<file path="config.mk">
export PLATFORM = sky130hd
export DESIGN_NAME = scl_top
export DESIGN_NICKNAME = d
export VERILOG_FILES = /design/src/scl_pkg.sv /design/src/scl_top.sv
export SDC_FILE = /design/constraint.sdc
export NUM_CORES = 1
export LEC_CHECK = 0
export BUFFER_PORTS_ARGS = -buffer_cell sky130_fd_sc_hd__buf_4
export CAP_MARGIN = 20
export CORE_ASPECT_RATIO = 0.75
export CORE_MARGIN = 1
export CORE_UTILIZATION = 60
export DETAILED_ROUTE_END_ITERATION = 16
export HOLD_SLACK_MARGIN = 0.08
export PLACE_DENSITY = 0.81
export SETUP_SLACK_MARGIN = 0.05
export SLEW_MARGIN = 0
export SYNTH_ARGS = -nofsm -noshare
export SYNTH_HDL_FRONTEND = slang
export SYNTH_SLANG_ARGS = --single-unit
</file>
<file path="constraint.sdc">
create_clock -name i_clk -period 16.2 [get_ports i_clk]
set_input_delay 0 -clock i_clk [delete_from_list [all_inputs] [get_ports i_clk]]
set_output_delay 0 -clock i_clk [all_outputs]
set_load 0.05 [all_outputs]
</file>
<file path="src/scl_pkg.sv">
// Constants, register map and types for the SERDES clocking control block
package scl_pkg;
  localparam int ADDR_W = 14; // AXI byte address width
  localparam int IDX_W = 12; // Register index width
  localparam int TUNE_N = 15; // Number of PLL tuning registers
  localparam int LANES = 8; // Serial lanes
  // Register indices; byte address is four times the index
  localparam logic [11:0] IDX_INT_EN = 12'h01F;
  localparam logic [11:0] IDX_INT_ST = 12'h023;
  localparam logic [11:0] IDX_IF_PD = 12'h200;
  localparam logic [11:0] IDX_LANE_PD = 12'h201;
  localparam logic [11:0] IDX_CDR_RST = 12'h206;
  localparam logic [11:0] IDX_SAMP = 12'h230;
  localparam logic [11:0] IDX_EQ = 12'h268;
  localparam logic [11:0] IDX_PLL_CTL = 12'h280;
  localparam logic [11:0] IDX_PLL_ST = 12'h281;
  localparam logic [11:0] IDX_DIV = 12'h289;
  localparam logic [11:0] IDX_FRAME = 12'h3F0; // Octets per frame
  // Tuning register indices, slot 14 first and slot 0 last
  localparam logic [14:0][11:0] TUNE_IDX = {
    12'h2A0, 12'h29F, 12'h29C, 12'h29A, 12'h299, 12'h297, 12'h296,
    12'h294, 12'h290, 12'h28B, 12'h28A, 12'h287, 12'h286, 12'h285,
    12'h284};
  localparam logic [7:0] RST_VAL = 8'h00; // Reset value of RW regs without their own reset constant
  localparam logic [7:0] RST_IF_PD = 8'h01; // Interface starts off
  localparam logic [7:0] RST_FRAME = 8'h01; // F of one
  // Field positions
  localparam int PLL_EN_BIT = 0;
  localparam int RECAL_BIT = 2;
  localparam int LOCK_BIT = 0;
  localparam int CAL_OK_BIT = 3;
  localparam int BAND_HI_BIT = 4;
  localparam int BAND_LO_BIT = 5;
  localparam int IRQ_LOCK_BIT = 2;
  localparam int IRQ_LOST_BIT = 3;
  localparam int HALF_BIT = 5;
  localparam int OVS_BIT = 1;
  localparam int CDR_RST_BIT = 0;
  localparam int EQ_LSB = 6;
  localparam logic [1:0] EQ_LOW_POWER = 2'h1;
  localparam logic [1:0] EQ_NORMAL = 2'h0;
  // Divider codes and their ratios
  localparam logic [1:0] DIV_SEL_1 = 2'h2;
  localparam logic [1:0] DIV_SEL_2 = 2'h1;
  localparam logic [1:0] DIV_SEL_4 = 2'h0;
  // Clock relationships
  localparam int BITS_PER_BYTE = 10;
  localparam int LANE_RATE_MULT = 20;
  localparam int BYTES_PER_PCLK = 4;
  localparam int REF_DIV_OF_LANE = 40;
  localparam logic [1:0] VCO_POST_DIV = 2'h2;
  // Timing
  localparam int CLK_PERIOD_NS = 10;
  localparam int CAL_TIME_NS = 10000; // Calibration run time
  localparam int CAL_CYCLES = CAL_TIME_NS / CLK_PERIOD_NS;
  localparam int CNT_W = 10;
  localparam logic [1:0] RESP_OKAY = 2'h0;
  localparam logic [1:0] RESP_SLVERR = 2'h2;
  // Calibration sequencer states
  typedef enum logic [1:0] {
    CAL_IDLE = 2'h0,
    CAL_RUN = 2'h1,
    CAL_DONE = 2'h2
  } scl_cal_type;
endpackage

</file>
<file path="src/scl_top.sv">
// SERDES PLL, recovery and lane front-end control with AXI4-Lite registers
//
// Added by the designer: register access over AXI4-Lite.
`timescale 1ns/1ns
`default_nettype none
module scl_top (
  input wire logic i_clk,
  input wire logic i_rst,
  input wire logic [scl_pkg::ADDR_W-1:0] i_awaddr,
  input wire logic i_awvalid,
  output logic o_awready,
  input wire logic [31:0] i_wdata,
  input wire logic [3:0] i_wstrb,
  input wire logic i_wvalid,
  output logic o_wready,
  output logic [1:0] o_bresp,
  output logic o_bvalid,
  input wire logic i_bready,
  input wire logic [scl_pkg::ADDR_W-1:0] i_araddr,
  input wire logic i_arvalid,
  output logic o_arready,
  output logic [31:0] o_rdata,
  output logic [1:0] o_rresp,
  output logic o_rvalid,
  input wire logic i_rready,
  input wire logic i_pll_lock_det,
  input wire logic i_cal_band_hi,
  input wire logic i_cal_band_lo,
  output logic o_if_power_down,
  output logic [scl_pkg::LANES-1:0] o_lane_power_down,
  output logic o_pll_enable,
  output logic [1:0] o_pll_divider_select,
  output logic [2:0] o_reference_divide_ratio,
  output logic [1:0] o_vco_post_divide,
  output logic o_cal_start,
  output logic o_pll_locked,
  output logic o_half_rate_sampling_on,
  output logic o_double_oversampling_on,
  output logic [scl_pkg::LANES-1:0] o_lane_cdr_reset,
  output logic [1:0] o_equalizer_power_select,
  output logic [2:0] o_frames_per_processing_clock
);
  import scl_pkg::*;

  // Whole state of the block in one record
  typedef struct packed {
    logic aw_got; // Write address held
    logic [IDX_W-1:0] aw_idx;
    logic w_got; // Write data held
    logic [7:0] w_data;
    logic w_be; // Low byte lane enabled
    logic awready;
    logic wready;
    logic bvalid;
    logic [1:0] bresp;
    logic arready;
    logic rvalid;
    logic [7:0] rdata;
    logic [1:0] rresp;
    logic [7:0] int_en;
    logic [7:0] int_st;
    logic [7:0] if_pd;
    logic [7:0] lane_pd;
    logic [7:0] cdr_rst;
    logic [7:0] samp;
    logic [7:0] eq;
    logic [7:0] pll_ctl;
    logic [7:0] div;
    logic [7:0] frame;
    logic [TUNE_N-1:0][7:0] tune;
    scl_cal_type cal_state;
    logic [CNT_W-1:0] cal_cnt;
    logic cal_ok; // Calibration finished cleanly
    logic en_prev;
    logic recal_prev;
    logic [2:0] s1; // Pin synchroniser stages
    logic [2:0] s2;
    logic [2:0] s3;
    logic [2:0] filt; // Agreed pin levels
    logic if_pd_o;
    logic [LANES-1:0] lane_pd_o;
    logic pll_en_o;
    logic [1:0] div_sel_o;
    logic [2:0] ratio_o;
    logic cal_start;
    logic locked;
    logic half_o;
    logic ovs_o;
    logic [LANES-1:0] cdr_rst_o;
    logic [1:0] eq_o;
    logic [2:0] fpp_o;
  } scl_state_type;

  scl_state_type r_reg; // Registered state
  scl_state_type r_next; // Next state

  // Tuning slot lookup: slot plus one, zero when not a tuning register
  function automatic logic [4:0] tune_slot(input logic [IDX_W-1:0] idx);
    logic [4:0] s;
    s = 5'h00;
    for (int k = 0; k < TUNE_N; k++) begin
      if (TUNE_IDX[k] == idx) begin
        s = 5'(k + 1);
      end
    end
    return s;
  endfunction

  // Divider code to reference divide ratio; spare code 3 acts as 0
  function automatic logic [2:0] ref_ratio(input logic [1:0] sel);
    logic [2:0] v;
    v = 3'h4;
    if (sel == DIV_SEL_1) begin
      v = 3'h1;
    end else if (sel == DIV_SEL_2) begin
      v = 3'h2;
    end
    return v;
  endfunction

  // Frame clocks per processing clock: four over F for F of one, two or four, else one
  function automatic logic [2:0] frames_per_pclk(input logic [7:0] f);
    logic [2:0] v;
    v = 3'h1;
    if (f == 8'h01) begin
      v = 3'(BYTES_PER_PCLK);
    end else if (f == 8'h02) begin
      v = 3'(BYTES_PER_PCLK / 2);
    end
    return v;
  endfunction

  logic [4:0] wslot; // Tuning slot of the held write
  logic [4:0] rslot; // Tuning slot of the read address
  logic [IDX_W-1:0] ridx; // Read register index
  logic lock_ev; // Lock gained this cycle
  logic lost_ev; // Lock lost this cycle
  logic start_ev; // Calibration start request

  // Next-state logic: bus slave, registers, calibration, outputs
  always_comb begin
    r_next = r_reg;
    wslot = tune_slot(r_reg.aw_idx);
    ridx = i_araddr[ADDR_W-1:2];
    rslot = tune_slot(ridx);
    // Pins pass three stages; a level counts once stage two and three agree
    r_next.s1 = {i_cal_band_lo, i_cal_band_hi, i_pll_lock_det};
    r_next.s2 = r_reg.s1;
    r_next.s3 = r_reg.s2;
    r_next.filt = (r_reg.s2 & r_reg.s3) | (r_reg.filt & (r_reg.s2 ^ r_reg.s3));
    // Address and data are taken independently, in either order
    if (i_awvalid && r_reg.awready) begin
      r_next.aw_got = 1'b1;
      r_next.aw_idx = i_awaddr[ADDR_W-1:2];
    end
    if (i_wvalid && r_reg.wready) begin
      r_next.w_got = 1'b1;
      r_next.w_data = i_wdata[7:0];
      r_next.w_be = i_wstrb[0];
    end
    if (r_reg.bvalid && i_bready) begin
      r_next.bvalid = 1'b0;
    end
    // Commit a write once both halves are held
    if (r_reg.aw_got && r_reg.w_got && !r_reg.bvalid) begin
      r_next.aw_got = 1'b0;
      r_next.w_got = 1'b0;
      r_next.bvalid = 1'b1;
      r_next.bresp = RESP_OKAY;
      unique case (r_reg.aw_idx)
        IDX_INT_EN: if (r_reg.w_be) r_next.int_en = r_reg.w_data;
        // Writing one clears a sticky event bit
        IDX_INT_ST: if (r_reg.w_be) begin
          r_next.int_st = r_reg.int_st & ~r_reg.w_data;
        end
        IDX_IF_PD: if (r_reg.w_be) r_next.if_pd = r_reg.w_data;
        IDX_LANE_PD: if (r_reg.w_be) r_next.lane_pd = r_reg.w_data;
        IDX_CDR_RST: if (r_reg.w_be) r_next.cdr_rst = r_reg.w_data;
        IDX_SAMP: if (r_reg.w_be) r_next.samp = r_reg.w_data;
        IDX_EQ: if (r_reg.w_be) r_next.eq = r_reg.w_data;
        IDX_PLL_CTL: if (r_reg.w_be) r_next.pll_ctl = r_reg.w_data;
        IDX_DIV: if (r_reg.w_be) r_next.div = r_reg.w_data;
        IDX_FRAME: if (r_reg.w_be) r_next.frame = r_reg.w_data;
        IDX_PLL_ST: r_next.bresp = RESP_OKAY; // Read-only, write ignored
        default: begin
          if (wslot != 5'h00) begin
            if (r_reg.w_be) begin
              r_next.tune[wslot - 5'h01] = r_reg.w_data;
            end
          end else begin
            r_next.bresp = RESP_SLVERR; // Unmapped address
          end
        end
      endcase
    end
    r_next.awready = !r_next.aw_got && !r_next.bvalid;
    r_next.wready = !r_next.w_got && !r_next.bvalid;
    // Read: answer one cycle after the address is taken
    if (r_reg.rvalid && i_rready) begin
      r_next.rvalid = 1'b0;
    end
    if (i_arvalid && r_reg.arready) begin
      r_next.rvalid = 1'b1;
      r_next.rresp = RESP_OKAY;
      unique case (ridx)
        IDX_INT_EN: r_next.rdata = r_reg.int_en;
        IDX_INT_ST: r_next.rdata = r_reg.int_st;
        IDX_IF_PD: r_next.rdata = r_reg.if_pd;
        IDX_LANE_PD: r_next.rdata = r_reg.lane_pd;
        IDX_CDR_RST: r_next.rdata = r_reg.cdr_rst;
        IDX_SAMP: r_next.rdata = r_reg.samp;
        IDX_EQ: r_next.rdata = r_reg.eq;
        IDX_PLL_CTL: r_next.rdata = r_reg.pll_ctl;
        IDX_DIV: r_next.rdata = r_reg.div;
        IDX_FRAME: r_next.rdata = r_reg.frame;
        // Live PLL state: lock, calibration and band edges
        IDX_PLL_ST: begin
          r_next.rdata = 8'h00;
          r_next.rdata[LOCK_BIT] = r_reg.locked;
          r_next.rdata[CAL_OK_BIT] = r_reg.cal_ok;
          r_next.rdata[BAND_HI_BIT] = r_reg.filt[1];
          r_next.rdata[BAND_LO_BIT] = r_reg.filt[2];
        end
        default: begin
          r_next.rdata = 8'h00;
          if (rslot != 5'h00) begin
            r_next.rdata = r_reg.tune[rslot - 5'h01];
          end else begin
            r_next.rresp = RESP_SLVERR;
          end
        end
      endcase
    end
    r_next.arready = !r_next.rvalid;
    // Calibration restarts on enable or on a rising recalibrate bit
    r_next.en_prev = r_reg.pll_ctl[PLL_EN_BIT];
    r_next.recal_prev = r_reg.pll_ctl[RECAL_BIT];
    start_ev = (r_reg.pll_ctl[PLL_EN_BIT] && !r_reg.en_prev) ||
               (r_reg.pll_ctl[RECAL_BIT] && !r_reg.recal_prev);
    r_next.cal_start = 1'b0;
    if (!r_reg.pll_ctl[PLL_EN_BIT]) begin
      r_next.cal_state = CAL_IDLE;
      r_next.cal_ok = 1'b0;
    end else if (start_ev) begin
      r_next.cal_state = CAL_RUN;
      r_next.cal_cnt = '0;
      r_next.cal_ok = 1'b0;
      r_next.cal_start = 1'b1;
    end else begin
      unique case (r_reg.cal_state)
        CAL_IDLE: r_next.cal_state = CAL_IDLE;
        CAL_RUN: begin
          if (r_reg.cal_cnt == CNT_W'(CAL_CYCLES - 1)) begin
            r_next.cal_state = CAL_DONE;
            r_next.cal_ok = 1'b1;
          end else begin
            r_next.cal_cnt = r_reg.cal_cnt + 1'b1;
          end
        end
        CAL_DONE: r_next.cal_state = CAL_DONE;
        default: r_next.cal_state = CAL_IDLE; // Spare code recovers
      endcase
    end
    // Lock counts only on an enabled, calibrated PLL
    r_next.locked = r_reg.filt[0] && r_next.cal_ok &&
                    r_next.pll_ctl[PLL_EN_BIT];
    lock_ev = r_next.locked && !r_reg.locked;
    lost_ev = !r_next.locked && r_reg.locked;
    // Sets come after the clear so an event in the clear cycle survives
    if (lock_ev && r_reg.int_en[IRQ_LOCK_BIT]) begin
      r_next.int_st[IRQ_LOCK_BIT] = 1'b1;
    end
    if (lost_ev && r_reg.int_en[IRQ_LOST_BIT]) begin
      r_next.int_st[IRQ_LOST_BIT] = 1'b1;
    end
    // Registered outputs; no range check on divider vs sampling bands
    r_next.if_pd_o = r_next.if_pd[0];
    r_next.lane_pd_o = r_next.lane_pd | {LANES{r_next.if_pd[0]}};
    r_next.pll_en_o = r_next.pll_ctl[PLL_EN_BIT];
    r_next.div_sel_o = r_next.div[1:0];
    r_next.ratio_o = ref_ratio(r_next.div[1:0]);
    r_next.half_o = r_next.samp[HALF_BIT];
    r_next.ovs_o = r_next.samp[OVS_BIT];
    r_next.eq_o = r_next.eq[EQ_LSB+1:EQ_LSB];
    r_next.fpp_o = frames_per_pclk(r_next.frame);
  end

  // Per-lane recovery reset: each lane runs once the PLL clock it samples
  // with is locked, the lane is powered and the shared CDR reset bit is clear
  logic [LANES-1:0] lane_hold;
  for (genvar g = 0; g < LANES; g++) begin : g_lane
    assign lane_hold[g] = r_next.cdr_rst[CDR_RST_BIT] ||
                          r_next.lane_pd_o[g] || !r_next.locked;
  end

  // State register; asynchronous reset loads constants only
  always_ff @(posedge i_clk or posedge i_rst) begin
    if (i_rst) begin
      r_reg <= '0;
      r_reg.int_en <= RST_VAL;
      r_reg.if_pd <= RST_IF_PD;
      r_reg.if_pd_o <= 1'b1;
      r_reg.lane_pd_o <= {LANES{1'b1}};
      r_reg.cdr_rst_o <= {LANES{1'b1}};
      r_reg.frame <= RST_FRAME;
      r_reg.fpp_o <= 3'(BYTES_PER_PCLK);
      r_reg.ratio_o <= 3'h4;
      r_reg.cal_state <= CAL_IDLE;
    end else begin
      r_reg <= r_next;
      r_reg.cdr_rst_o <= lane_hold;
    end
  end

  // Every output but the fixed VCO post divide comes straight from the state register
  assign o_awready = r_reg.awready;
  assign o_wready = r_reg.wready;
  assign o_bvalid = r_reg.bvalid;
  assign o_bresp = r_reg.bresp;
  assign o_arready = r_reg.arready;
  assign o_rvalid = r_reg.rvalid;
  assign o_rdata = {24'h000000, r_reg.rdata};
  assign o_rresp = r_reg.rresp;
  assign o_if_power_down = r_reg.if_pd_o;
  assign o_lane_power_down = r_reg.lane_pd_o;
  assign o_pll_enable = r_reg.pll_en_o;
  assign o_pll_divider_select = r_reg.div_sel_o;
  assign o_reference_divide_ratio = r_reg.ratio_o;
  assign o_vco_post_divide = VCO_POST_DIV;
  assign o_cal_start = r_reg.cal_start;
  assign o_pll_locked = r_reg.locked;
  assign o_half_rate_sampling_on = r_reg.half_o;
  assign o_double_oversampling_on = r_reg.ovs_o;
  assign o_lane_cdr_reset = r_reg.cdr_rst_o;
  assign o_equalizer_power_select = r_reg.eq_o;
  assign o_frames_per_processing_clock = r_reg.fpp_o;
endmodule
`default_nettype wire

</file>
After elaboration in Yosys (flattened, before gate mapping)
Index checks and enable logic that the tools add are counted.

Register bits after elaboration: 293. Input port bits: 74. Output and inout bits: 75.

Add/subtract/negate cells: 3. Order comparisons: 3. Equality and inequality tests: 61. Multiplexer cells: 87. Bitwise gates (word level): 8. Reductions and logical operators: 67.

Operators with widths (count): == test 10 x 12 -> 1 bit, first input constant (30); 2-to-1 mux 120 bit (3); == test 12 x 10 -> 1 bit, second input constant (18); 2-to-1 mux 188 bit (1); 2-to-1 mux 8 bit (19); 2-to-1 mux 5 bit (28); bitwise mux 120 bit (1); case mux 8 bit (11 select lines) (1); AND reduction 3 bit (11); binary-select mux 8 bit (select 4 bit) (1); demux 8 bit (select 4 bit) (1); 2-to-1 mux 13 bit (2); == test 12 x 5 -> 1 bit, second input constant (2); == test 12 x 6 -> 1 bit, second input constant (2); 2-to-1 mux 11 bit (2); OR reduction 11 bit (2); 2-to-1 mux 10 bit (2); logical AND 1 bit (18); logical OR 1 bit (17); 2-to-1 mux 2 bit (7); nonzero test 2 bit (7); 2-to-1 mux 1 bit (12); 2-to-1 mux 3 bit (4); adder 10 x 1 -> 10 bit, second input constant (1); other kinds (22) (37).

Depth between registers and ports, before layout
Word-level depth: 32. Gate-level depth with buffers: 19. Depth with buffers taken out: 16.

Least setup slack after synthesis
Ideal clock, no wire load.

Kind: in2reg. Start: input i_araddr[10] in the netlist's numbering. End: register r_reg (netlist bit o_rdata[3]). Setup time: 0.080 ns. Data arrival time: 3.516 ns. Path slack: 12.605 ns. Stages on the path: 15. Path buffers: 7. Path through: or4b_1 -> clkbuf_1 -> nor2_1 -> clkbuf_1 -> clkbuf_1 -> o21ai_0 -> ha_1 -> clkbuf_1 -> clkbuf_1 -> clkbuf_1 -> clkbuf_1 -> o221ai_1 -> o31ai_1 -> a31oi_1 -> o22ai_2.

Longest elaborated chain between the ends: 21. Elaborated cells on any way between the ends: 47.

RTL lines: start, declared (RTL line scl_top.sv:19) `input wire logic [scl_pkg::ADDR_W-1:0] i_araddr,`; == test 10 x 12 -> 1 bit (RTL line scl_top.sv:102) `if (TUNE_IDX[k] == idx) begin`; 2-to-1 mux 1 bit (RTL line scl_top.sv:102); 2-to-1 mux 5 bit (14 in series) (RTL line scl_top.sv:102); subtractor 5 x 1 -> 5 bit (RTL line scl_top.sv:227) `r_next.rdata = r_reg.tune[rslot - 5'h01];`; binary-select mux 8 bit (select 4 bit) (RTL line scl_top.sv:227); 2-to-1 mux 8 bit (not written as such) (RTL line scl_top.sv:227); 2-to-1 mux 8 bit (RTL line scl_top.sv:226) `if (rslot != 5'h00) begin`; case mux 8 bit (11 select lines) (*) (RTL line scl_top.sv:205) `unique case (ridx)`; end signal, assigned (RTL line scl_top.sv:310) `r_reg <= r_next;`; end, declared (RTL line scl_top.sv:94) `scl_state_type r_reg;`.

Mark *: on every way between the ends. The rest lies on a longest branch, timed or not. The select of a mux whose other input is x is not followed. A chain may end at the register's enable or synchronous reset.

Worst setup path after layout
Start: input i_araddr[5] in the netlist's numbering. End: register r_reg (netlist bit o_rdata[2]).

The elaborated chain is that of the path after synthesis.

==> flow_metrics.env <==
export IMPL_run_status="complete, no violations"
export IMPL_synth_edf_count=0
export IMPL_drt_pass1_iter_count=7
export IMPL_antenna_found_initial=0
export IMPL_vias_per_cell=6.67
export IMPL_slew_limit_headroom_pct=21.5
export IMPL_port_buffers=89
export IMPL_grtUsageTotal_pct=32.2
export IMPL_worstPathMaxFanout=61
export IMPL_synth_top_cell_by_area="dfrtp_1"
export IMPL_synth_commonest_cells="dfrtp_1 (269), mux2_2 (174), nand2_1 (91), nor2_1 (80), clkbuf_1 (72)"
export IMPL_worstMarginPinSlew_ps=1180
export IMPL_worstSetupStartpoint="i_araddr[5]"
export IMPL_slew_viol_final=0
export IMPL_numCtsBuffers=28
export IMPL_gr_total_overflow=0
export IMPL_period_needed_ps=3860
export IMPL_worstSetupPathType="in2reg"
export IMPL_dp_final_hpwl_um=26400
export IMPL_synth_top_area_share_pct=44.5
export IMPL_cp_end_kind="flip-flop"
export IMPL_drc=0
export IMPL_hold_viol_final=0
export IMPL_drt_wl_total_um=41000
export IMPL_gp_congestion=0.888
export IMPL_holdCritPathClass="in2reg"
export IMPL_synth_area_um2=15100
export IMPL_cts_sinks=289
export IMPL_drive_gt1_share_pct=26.1
export IMPL_die_h_um=140
export IMPL_whs_path_depth=2
export IMPL_io_pins=149
export IMPL_synth_simple_area_share_pct=14.2
export IMPL_ant_nets=0
export IMPL_first_global_vias=11460
export IMPL_largest_reg_flops=242
export IMPL_yosysWarnings=0
export IMPL_drt_iter0_drc=1559
export IMPL_core_um2=24300
export IMPL_synth_top_family_by_area="multiplexers"
export IMPL_clk_path_buf_depth=3
export IMPL_finalSetupViolations=0
export IMPL_powerDensity_nw_per_um2=114
export IMPL_synthMuxAreaShare_pct=16.4
export IMPL_netlist_top_cells_area="dfrtp_1 (44%), mux2_2 (13%), dfstp_2 (3.5%)"
export IMPL_rsz0062_at_grt="no"
export IMPL_h_tree_depth=1
export IMPL_hp_start="i_pll_lock_det"
export IMPL_cp_start_kind="primary input"
export IMPL_nets=1519
export IMPL_arrival_ps=4330
export IMPL_setup_tns_final_ps=0
export IMPL_ys_ff_latch=289
export IMPL_fin_crit_sh_pct=23.8
export IMPL_synth_flop_cell="dfrtp_1"
export IMPL_synth_async_reset_ratio_pct=100
export IMPL_cts_resized=0
export IMPL_clkTransAtPathRegs_ps=60
export IMPL_worstSkewPairLatency_ps=550
export IMPL_vias=11941
export IMPL_clock_skew_ps=19.4
export IMPL_p_leak_nw=7.75
export IMPL_rows=49
export IMPL_die_area_um2=25900
export IMPL_nFillCells=1743
export IMPL_timing_hold_ws_ps=130
export IMPL_r2r_cells=6
export IMPL_synthDistinctLibCells=92
export IMPL_synthAdderAreaFrac_pct=0.744
export IMPL_synth_cells=1387
export IMPL_synth_xor_xnor_area_share_pct=0.405
export IMPL_tritoncts="built"
export IMPL_ys_seq_area_share_pct=48.0
export IMPL_syn_to_final_growth_pct=12.6
export IMPL_die_x_um=185
export IMPL_syn_avg_cell_area_um2=10.9
export IMPL_synth_compound_area_share_pct=14.1
export IMPL_wl_per_cell_um=22.9
export IMPL_r2r_start="r_reg[297]$_DFFE_PP0P_"
export IMPL_grt_max_degree=120
export IMPL_post_synth_top_count_cell="dfrtp_1"
export IMPL_rrSetupSlack_ps=12430
export IMPL_initial_utilization_pct=62.2
export IMPL_power_w=0.00194
export IMPL_grt_pass1_wl_um=64900
export IMPL_timing_fmax_ghz=0.259
export IMPL_cp_data_required_time_ps=16670
export IMPL_vdd_ir_drop_max_v=0.000127
export IMPL_antenna_cells=0
export IMPL_clockRootBuffer="clkbuf_16"
export IMPL_cap_violations=0
[repair_timing]
item,CTS,global route
setup buffers,0,0
hold endpoints to repair,130,0
hold buffers,30,0
[report_power, final]
| group | leakage, nW | internal, W | switching [W] | total (W) |
|---|---|---|---|---|
| registers | 3.86 | 0.000765 | 0.000146 | 0.000911 |
| logic | 3.39 | 0.000126 | 0.000193 | 0.000319 |
| clock network | 0.494 | 0.000435 | 0.000278 | 0.000713 |
[worst max-delay path, cell delays in order]
cell,delay [ps]
buf_4,240
and3b_1,220
a211o_1,300
o21ai_2,150
buf_4,380
a21o_1,620
ha_1,230
buf_4,510
clkinv_1,540
o221a_2,380
o21ai_0,400
a21oi_1,130
o22ai_1,190
[metrics by stage]
step	worst slack (ps)	cell area (um^2)	std cells	util (%)
final	12340	17000	1789	70.0
after global routing	12050	17000	1789	70.0
after CTS	12480	17000	1785	69.7
after detailed placement	11900	15700	1703	64.3
after global placement	12010	15700	1703	64.3
after floorplan	8260	15200	1413	-
[layout by cell type (no fill, tap or decap), types with 8 or more instances in the layout]
| cell type | instances |
|---|---|
| mux2i_1 | 16 |
| o31ai_1 | 9 |
| o21ai_0 | 31 |
| nand2_1 | 91 |
| a22o_1 | 24 |
| o221ai_1 | 10 |
| nor3_1 | 29 |
| mux2_1 | 28 |
| a22oi_1 | 8 |
| or3_1 | 23 |
| or4_1 | 12 |
| clkbuf_16 | 29 |
| dlygate4sd3_1 | 30 |
| a31oi_1 | 13 |
| and3_1 | 21 |
| ha_1 | 9 |
| inv_1 | 24 |
| o311ai_0 | 8 |
| and2_1 | 8 |
| mux2_2 | 174 |
| clkbuf_1 | 9 |
| conb_1 | 28 |
| nor2b_1 | 14 |
| a21o_1 | 8 |
| dfrtp_1 | 269 |
| nand3_1 | 27 |
| dfstp_2 | 20 |
| a221oi_1 | 32 |
| a21boi_0 | 11 |
| nor4_1 | 21 |
| buf_4 | 112 |
| nand2b_1 | 14 |
| a21oi_1 | 34 |
| nand4_1 | 9 |
| nor2_1 | 79 |
[cells by family after synthesis]
logic type	count (synthesis)
flops	289
fa+ha+maj	9
xor+xnor	7
simple gates	399
compound gates	283
other cells	2
buf+inv	178
mux	220
[final cells by class]
type	count	area (um^2)	share of cell area, %
clock buffers	44	842	4.94
clock inverters	8	165	0.970
repair buffers	145	1200	7.05
flip-flops and latches	289	7260	42.6
well taps	331	414	2.43
inverters	26	105	0.617
multi-input cells	946	7050	41.4
[layer usage]
layer  vias to the layer above  wire, um  global-route usage [%]
li1                       5197         -                       -
met1                      5964     17900                    50.0
met2                       698     18100                    46.9
met3                        82      4140                    6.15
met4                         0       779                    6.57
met5                         -         0                       0
[worst paths after layout]
path,endpoint
setup / recovery,o_rdata[2]$_DFFE_PP0P_
hold / removal,r_next[38]$_DFF_PP0_
setup reg to reg,o_lane_cdr_reset[3]$_DFF_PP1_
hold reg to reg,r_next[36]$_DFF_PP0_
max in group asynchronous,r_reg[131]$_DFFE_PP0P_
min in group asynchronous,r_next[39]$_DFF_PP0_
Note: power is estimated with default switching activity, not from simulation.
